## config.mk

```make
export PLATFORM = sky130hd
export DESIGN_NAME = rtrb_bank
export DESIGN_NICKNAME = d
export VERILOG_FILES = /design/src/rtrb_pkg.sv /design/src/rtrb_bank.sv
export VERILOG_INCLUDE_DIRS = /design/src
export SDC_FILE = /design/constraint.sdc
export NUM_CORES = 1
export LEC_CHECK = 0
export ABC_CLOCK_PERIOD_IN_PS = 3200
export BUFFER_PORTS_ARGS = -buffer_cell sky130_fd_sc_hd__buf_2
export CAP_MARGIN = 40
export CORE_ASPECT_RATIO = 0.7
export CORE_UTILIZATION = 54
export DETAILED_ROUTE_END_ITERATION = 8
export PLACE_DENSITY = 0.86
export SKIP_LAST_GASP = 1
export SYNTH_ARGS = -nofsm -noshare
export SYNTH_HDL_FRONTEND = slang
export SYNTH_SLANG_ARGS = --single-unit
export TNS_END_PERCENT = 20
```

## constraint.sdc

```tcl
create_clock -name clk_i -period 3.2 [get_ports clk_i]
set_clock_uncertainty 0.2 [all_clocks]
set_input_delay 0.32 -clock clk_i [delete_from_list [all_inputs] [get_ports clk_i]]
set_output_delay 0.32 -clock clk_i [all_outputs]
set_load 0.01 [all_outputs]
```

## src/rtrb_params.svh

```systemverilog
// Behaviour
// serial-out select 0: serial data pin carries only serial interface output.
// serial-out select 1: serial output while chip select low, data clock while high.
// serial-in select 0: serial data input pin is only serial interface input.
// serial-in select 1: serial input while select low, bidirectional data line while high.
// amplifier enable 0 holds control output low; 1 follows chosen window.
// timing select 0 gives transmit-on window, 1 gives amplifier-on window.
// normal frequency word is high byte 15:8 and low byte 7:0.
// host programs half the desired intermediate frequency value.
// assessment frequency word replaces normal word during channel assessment.
// ten-bit capacitance trim from two low bits and a full byte.
// band coefficient is binary weighted, bit7 one down to bit0 1/128.
// separate assessment band coefficient applies during channel assessment.
// both frequency words reset to high 0x38, low 0xb6.
// capacitance resets high bits 10, low 0x4a; coefficients reset 0x80.
// pin select and amplifier control register resets to zero.
// host writes reserved bits and registers as zero, ignores their reads.
`ifndef RTRB_PARAMS_SVH
`define RTRB_PARAMS_SVH
// ----------------------------------------
// register offsets
// ----------------------------------------
`define RTRB_OFS_PIN_AMP 7'h53
`define RTRB_OFS_IF_H 7'h54
`define RTRB_OFS_IF_L 7'h55
`define RTRB_OFS_IFA_H 7'h56
`define RTRB_OFS_IFA_L 7'h57
`define RTRB_OFS_CAP_H 7'h58
`define RTRB_OFS_CAP_L 7'h59
`define RTRB_OFS_RSV_A 7'h5a
`define RTRB_OFS_RSV_B 7'h5b
`define RTRB_OFS_COEF 7'h5c
`define RTRB_OFS_COEFA 7'h5d
// ----------------------------------------
// field positions and reset values
// ----------------------------------------
`define RTRB_BIT_SO_SEL 5
`define RTRB_BIT_SI_SEL 4
`define RTRB_BIT_AMP_TIM 1
`define RTRB_BIT_AMP_EN 0
`define RTRB_RST_PIN_AMP 8'h00
`define RTRB_RST_IF_H 8'h38
`define RTRB_RST_IF_L 8'hb6
`define RTRB_RST_CAP_H 2'h2
`define RTRB_RST_CAP_L 8'h4a
`define RTRB_RST_COEF 8'h80
`endif

```

## src/rtrb_pkg.sv

```systemverilog
package rtrb_pkg;
  // tuning values handed to the radio
  typedef struct packed {
    logic [15:0] inter_freq_word;
    logic [9:0] filter_cap_trim;
    logic [7:0] filter_band_coeff;
  } rtrb_tune_s;
endpackage : rtrb_pkg

```

## src/rtrb_bank.sv

```systemverilog
// Added by the designer: register access over Wishbone.
`timescale 1ns/100ps
`default_nettype none
`include "rtrb_params.svh"
module rtrb_bank (
  // clock and reset
  input wire logic clk_i,
  input wire logic rst_i,
  // wishbone slave
  input wire logic wb_cyc_i,
  input wire logic wb_stb_i,
  input wire logic wb_we_i,
  input wire logic [31:0] wb_adr_i,
  input wire logic [3:0] wb_sel_i,
  input wire logic [31:0] wb_dat_i,
  output logic [31:0] wb_dat_o,
  output logic wb_ack_o,
  output logic wb_err_o,
  // radio state
  input wire logic assess_active_i,
  input wire logic tx_on_window_i,
  input wire logic amp_on_window_i,
  input wire logic direct_data_clock_i,
  input wire logic direct_data_out_i,
  input wire logic direct_data_oe_i,
  input wire logic serial_data_out_i,
  // serial pins
  input wire logic chip_select_n_i,
  input wire logic sdin_pin_i,
  output logic sdin_pin_o,
  output logic sdin_pin_oe_o,
  output logic sdout_pin_o,
  output logic serial_data_in_o,
  output logic direct_data_in_o,
  output logic amp_ctrl_o,
  // tuning outputs
  output rtrb_pkg::rtrb_tune_s tune_o
);
  import rtrb_pkg::*;

  // ----------------------------------------
  // registers
  // ----------------------------------------
  logic [7:0] pin_amp_r, if_h_r, if_l_r, ifa_h_r, ifa_l_r, cap_l_r, coef_r, coefa_r;
  logic [1:0] cap_h_r;
  logic ack_r, err_r;
  logic [31:0] dat_r;

  // bus decode
  wire [6:0] idx = wb_adr_i[8:2];
  wire req = wb_cyc_i && wb_stb_i && !ack_r && !err_r;
  wire mapped = (wb_adr_i[1:0] == 2'h0) && (wb_adr_i[31:9] == 23'h0) &&
                (idx >= `RTRB_OFS_PIN_AMP) && (idx <= `RTRB_OFS_COEFA);
  wire wr = req && mapped && wb_we_i && wb_sel_i[0];
  wire [7:0] wd = wb_dat_i[7:0];

  // read mux; reserved bits and registers read zero
  logic [7:0] rd;
  always_comb begin
    unique case (idx)
      `RTRB_OFS_PIN_AMP: rd = pin_amp_r & 8'h33;
      `RTRB_OFS_IF_H: rd = if_h_r;
      `RTRB_OFS_IF_L: rd = if_l_r;
      `RTRB_OFS_IFA_H: rd = ifa_h_r;
      `RTRB_OFS_IFA_L: rd = ifa_l_r;
      `RTRB_OFS_CAP_H: rd = {6'h0, cap_h_r};
      `RTRB_OFS_CAP_L: rd = cap_l_r;
      `RTRB_OFS_COEF: rd = coef_r;
      `RTRB_OFS_COEFA: rd = coefa_r;
      default: rd = 8'h00;
    endcase
  end

  // register writes and bus answer, one cycle after request
  always_ff @(posedge clk_i) begin
    if (rst_i) begin
      // control reset
      pin_amp_r <= `RTRB_RST_PIN_AMP;
      // frequency reset
      if_h_r <= `RTRB_RST_IF_H;
      if_l_r <= `RTRB_RST_IF_L;
      ifa_h_r <= `RTRB_RST_IF_H;
      ifa_l_r <= `RTRB_RST_IF_L;
      // filter reset
      cap_h_r <= `RTRB_RST_CAP_H;
      cap_l_r <= `RTRB_RST_CAP_L;
      coef_r <= `RTRB_RST_COEF;
      coefa_r <= `RTRB_RST_COEF;
      ack_r <= 1'b0;
      err_r <= 1'b0;
      dat_r <= 32'h0;
    end else begin
      ack_r <= req && mapped;
      err_r <= req && !mapped;
      if (req) begin
        dat_r <= {24'h0, mapped ? rd : 8'h00};
      end
      if (wr) begin
        unique case (idx)
          `RTRB_OFS_PIN_AMP: pin_amp_r <= wd & 8'h33;
          `RTRB_OFS_IF_H: if_h_r <= wd;
          `RTRB_OFS_IF_L: if_l_r <= wd;
          `RTRB_OFS_IFA_H: ifa_h_r <= wd;
          `RTRB_OFS_IFA_L: ifa_l_r <= wd;
          `RTRB_OFS_CAP_H: cap_h_r <= wd[1:0];
          `RTRB_OFS_CAP_L: cap_l_r <= wd;
          `RTRB_OFS_COEF: coef_r <= wd;
          `RTRB_OFS_COEFA: coefa_r <= wd;
          default: ;
        endcase
      end
    end
  end

  assign wb_ack_o = ack_r;
  assign wb_err_o = err_r;
  assign wb_dat_o = dat_r;

  // ----------------------------------------
  // pin steering
  // ----------------------------------------
  wire so_sel = pin_amp_r[`RTRB_BIT_SO_SEL];
  wire si_sel = pin_amp_r[`RTRB_BIT_SI_SEL];
  wire cs_high = chip_select_n_i;
  wire direct_mode = si_sel && cs_high;

  // serial only
  // clock when deselected
  assign sdout_pin_o = (so_sel && cs_high) ? direct_data_clock_i : serial_data_out_i;
  // serial input only
  // direct data line
  assign serial_data_in_o = direct_mode ? 1'b0 : sdin_pin_i;
  assign direct_data_in_o = direct_mode ? sdin_pin_i : 1'b0;
  assign sdin_pin_o = direct_mode ? direct_data_out_i : 1'b0;
  assign sdin_pin_oe_o = direct_mode && direct_data_oe_i;

  // enable gate
  // window select
  assign amp_ctrl_o = pin_amp_r[`RTRB_BIT_AMP_EN] &&
                      (pin_amp_r[`RTRB_BIT_AMP_TIM] ? amp_on_window_i : tx_on_window_i);

  // ----------------------------------------
  // tuning values
  // ----------------------------------------
  // normal word
  // assessment word
  assign tune_o.inter_freq_word = assess_active_i ? {ifa_h_r, ifa_l_r} : {if_h_r, if_l_r};
  // capacitance trim
  assign tune_o.filter_cap_trim = {cap_h_r, cap_l_r};
  // weighted coefficient
  // assessment coefficient
  assign tune_o.filter_band_coeff = assess_active_i ? coefa_r : coef_r;
endmodule : rtrb_bank
`default_nettype wire

```

Word-level counts from Yosys, hierarchy flattened
Cells that the tools add are included.
Widths: inputs -> output; s select.
{"block": "totals", "input_bits": 82, "register_bits": 72}
{"block": "op_classes", "n_eq_ne": 9, "mux": 9, "reduce_logical": 28, "order_cmp": 2}
{"op": "$pmux 8 s9", "n": 1}
{"op": "$eq 7x7->1 const B", "n": 9}
{"op": "$logic_not 23->1", "n": 1}
{"op": "$reduce_and 2->1", "n": 9}
{"op": "$mux 16", "n": 1}
{"op": "$mux 8", "n": 2}
{"op": "$logic_and 1x1->1", "n": 14}
{"op": "$ge 7x7->1 const B", "n": 1}
{"op": "$le 7x7->1 const B", "n": 1}
{"op": "$mux 1", "n": 5}
{"op": "$logic_not 1->1", "n": 3}
{"op": "$logic_not 2->1", "n": 1}

Longest topological paths before layout
{"block": "logic_depth", "ltp_word": 8, "mapped_depth": 8, "mapped_depth_nobuf": 5}

Least setup slack after synthesis
No wires, ideal clock.
{"block": "synth_timing", "kind": "input port to flip-flop", "from": "input port wb_adr_i[18]", "to": "register ifa_h_r[0]", "required_time_ns": 2.870, "arrival_ns": 1.678, "n_path_buf": 2, "cell_stages": 7, "setup_ns": 0.130, "path_slack_ns": 1.191, "cell_sequence": "or3_1 nand3b_1 nor4_4 buf_6 nand3b_4 buf_6 mux2i_1"}
{"block": "synth_via", "elab_chain_len": 8}
{"element": "start, declared", "line": "rtrb_bank.sv:13", "text": "input wire logic [31:0] wb_adr_i,"}
{"element": "$logic_not 23->1", "line": "rtrb_bank.sv:52", "text": "wire mapped = (wb_adr_i[1:0] == 2'h0) && (wb_adr_i[31:9] == 23'h0) &&"}
{"element": "$logic_and 1x1->1 (3 in series)", "line": "rtrb_bank.sv:52"}
{"element": "$logic_and 1x1->1 (3 in series)", "line": "rtrb_bank.sv:54", "text": "wire wr = req && mapped && wb_we_i && wb_sel_i[0];"}
{"element": "$reduce_and 2->1 (no line)"}
{"element": "end signal, assigned", "line": "rtrb_bank.sv:82", "text": "ifa_h_r <= `RTRB_RST_IF_H;"}
{"element": "end signal, assigned", "line": "rtrb_bank.sv:103", "text": "`RTRB_OFS_IFA_H: ifa_h_r <= wd;"}
{"element": "end, declared", "line": "rtrb_bank.sv:44", "text": "logic [7:0] pin_amp_r, if_h_r, if_l_r, ifa_h_r, ifa_l_r, cap_l_r, coef_r, coefa_r;"}
No other way between the ends.
A chain may end at the register's enable or synchronous reset.

Final worst setup path
{"block": "layout_timing", "from": "register ack_r, in the netlist wb_ack_o", "to": "register if_h_r[4]"}
{"block": "layout_via", "elab_chain_len": 7}
{"element": "start, declared", "line": "rtrb_bank.sv:46", "text": "logic ack_r, err_r;"}
{"element": "start signal, assigned", "line": "rtrb_bank.sv:93", "text": "ack_r <= req && mapped;"}
{"element": "$logic_not 1->1", "line": "rtrb_bank.sv:51", "text": "wire req = wb_cyc_i && wb_stb_i && !ack_r && !err_r;"}
{"element": "$logic_and 1x1->1 (2 in series)", "line": "rtrb_bank.sv:51"}
{"element": "$logic_and 1x1->1 (3 in series)", "line": "rtrb_bank.sv:54"}
{"element": "$reduce_and 2->1 (no line)"}
{"element": "end signal, assigned", "line": "rtrb_bank.sv:80", "text": "if_h_r <= `RTRB_RST_IF_H;"}
{"element": "end signal, assigned", "line": "rtrb_bank.sv:101", "text": "`RTRB_OFS_IF_H: if_h_r <= wd;"}
{"element": "end, declared", "line": "rtrb_bank.sv:44"}
No other way between the ends.

==> impl_metrics.json <==
{
  "setup_tns_ns": 0,
  "gr-total-overflow": 0,
  "worstPathArrival_ns": 2.47,
  "syn_area_um2": 4219,
  "grt_pass1_wl_um": 17110,
  "synthTopCellsByArea": "dfxtp_1, mux2i_1, nand2b_1",
  "multi_input_area_um2": 2531,
  "die_x_um": 107.6,
  "setup_viol": 0,
  "synth_top_flop_cell": "dfxtp_1",
  "reg2reg_slack_ns": 0.76,
  "hold_viol_final": 0,
  "ys_seq_area_frac": 0.3416,
  "cts_tree": "done",
  "period_share": 0.7613,
  "synthArstFlopShare": 0,
  "utilization": 0.6562,
  "cts-htree-levels": 3,
  "ios": 156,
  "coreArea_um2": 7417,
  "worstSetupEndpointType": "register",
  "synth_most_common_cell": "dfxtp_1",
  "gp_congestion": 0.8640,
  "path_class": "reg -> reg",
  "finalMaxSlewViolations": 0,
  "clock_latency_ns": 0.37,
  "antenna_cells": 0,
  "finalPower_mw": 1.749,
  "cts_sinks": 72,
  "status": "finished, final reports clean",
  "worst_pin_slew_ns": 0.6554,
  "synth_top_cell_by_area": "dfxtp_1",
  "yosys_warnings": 0,
  "grt_pass1_vias": 3316,
  "maxSlewHeadroom": 0.5615,
  "drt_pass1_iterations": 4,
  "cts_setup_buffers": 0,
  "synth_top_cell_area_share": 0.3416,
  "start_util": 0.5688,
  "final_nets": 608,
  "grt_max_degree": 88,
  "vdd_drop_max_v": 0.0003316,
  "seq_area_um2": 1441,
  "row_count": 26,
  "final_antenna_net_count": 0,
  "maxCapViolCount": 0,
  "dr.first_iter.drc_count": 316,
  "synth_edf_count": 0,
  "period_minus_slack_ns": 2.436,
  "avgSynthCellArea_um2": 9.677,
  "holdBufCountCts": 0,
  "clockRootBuffer": "clkbuf_8",
  "dp_cells": 613,
  "wl_per_cell_um": 17.32,
  "num_vias": 3620,
  "synth_common_cells": "dfxtp_1, mux2i_1, nand2b_1, nor2_1, mux2_2",
  "placed_area_um2": 4684,
  "post_cts_resized": 0,
  "powerDensity_nw_per_um2": 359.3,
  "synth.distinct_cells": 55,
  "max_freq_mhz": 410.5,
  "dp_hpwl_um": 7885,
  "clk_pin_slew_ns": 0.08,
  "route.detailed.drc": 0,
  "postSynthCellCount": 436,
  "syn2layout_area_growth_pct": 15.36,
  "numPortBuffers": 104,
  "fin_cells": 629,
  "crit_fanout": 8,
  "design_area_um2": 4867,
  "rsz0062_at_grt": "no",
  "hp-class": "in -> reg",
  "wl_um": 10900,
  "fp.dieArea_um2": 8176,
  "n_fill_cell": 610,
  "drive_gt1_frac": 0.3258,
  "ys_seq_elements": 72,
  "cts_buffers": 9,
  "antenna_found_initial": 0,
  "ctsLongestPathBuffers": 2,
  "start_kind": "register",
  "leakagePower_nw": 2.335,
  "grt_use_total": 0.2739,
  "viasPerCell": 5.755,
  "worstPathRequired_ns": 3.24,
  "die_h_um": 75.96
}
power breakdown:
part           switching (mW)  internal, mW  leakage, nW
registers            0.000318         0.896        0.581
logic                   0.109        0.0722         1.66
clock network           0.351         0.320       0.0951
total                   0.460          1.29         2.34
area by class of cell:
| class | count | area share |
|---|---|---|
| clock buffers | 11 | 0.03111 |
| clock inverters | 5 | 0.006427 |
| inverters | 3 | 0.002314 |
| multi-input cells | 330 | 0.5201 |
| flip-flops and latches | 72 | 0.2961 |
| well taps | 98 | 0.02519 |
| repair buffers | 110 | 0.1188 |
critical path, stage by stage, from the launching register on:
cell and delay (ns):
dfxtp_1 0.32, nor4bb_1 0.47, nand4_1 0.22, nor4_4 0.38
buf_4 0.29, nand3_4 0.23, mux2i_1 0.20
path summary, 6_finish.rpt:
| kind | start | end | depth (start not counted) |
|---|---|---|---|
| min reg2reg | wb_dat_o[5] | wb_dat_o[5] | 2 |
| min | wb_dat_i[2] | ifa_l_r[2] | 3 |
| max reg2reg | wb_ack_o | if_h_r[4] | 6 |
| max | wb_ack_o | if_h_r[4] | 6 |
layout by cell type (no fill, tap or decap), types with 2 or more instances in the layout:
cell type / instances
o2bb2ai_1: 2
mux2i_1: 68
nand2b_1: 53
nand3_1: 4
nand2_1: 9
and2_1: 4
inv_1: 3
a22oi_1: 8
o22ai_1: 2
a31oi_1: 2
mux4_2: 3
clkinv_2: 3
nor2_1: 40
conb_1: 24
o21ai_0: 6
nor2b_1: 7
and3b_1: 2
nor4_4: 2
clkbuf_8: 11
a222oi_1: 2
nand3b_1: 3
nor4_2: 4
and4b_1: 2
nor4bb_1: 2
buf_4: 5
nand4_1: 5
a221o_1: 3
a311oi_1: 2
mux2_2: 29
dfxtp_1: 72
nand3_4: 3
and3_1: 6
nor3_1: 5
a21oi_1: 8
buf_2: 104
a211oi_1: 2
metal layers:
layer,vias up,track usage,part of all wire
met5,-,0,0
met4,0,0.07397,0.014
met3,17,0.08003,0.071
met2,146,0.4186,0.47
met1,1756,0.3746,0.45
li1,1701,-,-
sequential cells by signal, summed over array words and instances, names as in the netlist:
| name | count |
|---|---|
| cap_h_r | 2 |
| wb_err_o | 1 |
| cap_l_r | 8 |
| coef_r | 8 |
| coefa_r | 8 |
| if_h_r | 8 |
| if_l_r | 8 |
| ifa_l_r | 8 |
| wb_dat_o | 8 |
| pin_amp_r | 4 |
| wb_ack_o | 1 |
| ifa_h_r | 8 |
cells by family (layout without fill, tap and decap cells):
logic type,count (synthesis),after routing,synth area share
AND/OR/NAND/NOR,162,162,0.2473
AO/OA/AOI/OAI,44,44,0.07651
other,1,24,0.0008888
flip-flops,72,72,0.3416
multiplexers,100,100,0.2547
buffers and inverters,57,129,0.07888
through the flow:
step	hold WS (ns)	setup WS, ns
after floorplan	0.2547	1.191
after global placement	0.2430	0.7196
after detailed placement	0.2485	0.6363
after CTS	0.05470	0.7912
after global routing	0.05793	0.7015
final	0.06674	0.7640
No activity file was read; power rests on OpenSTA's default activity.
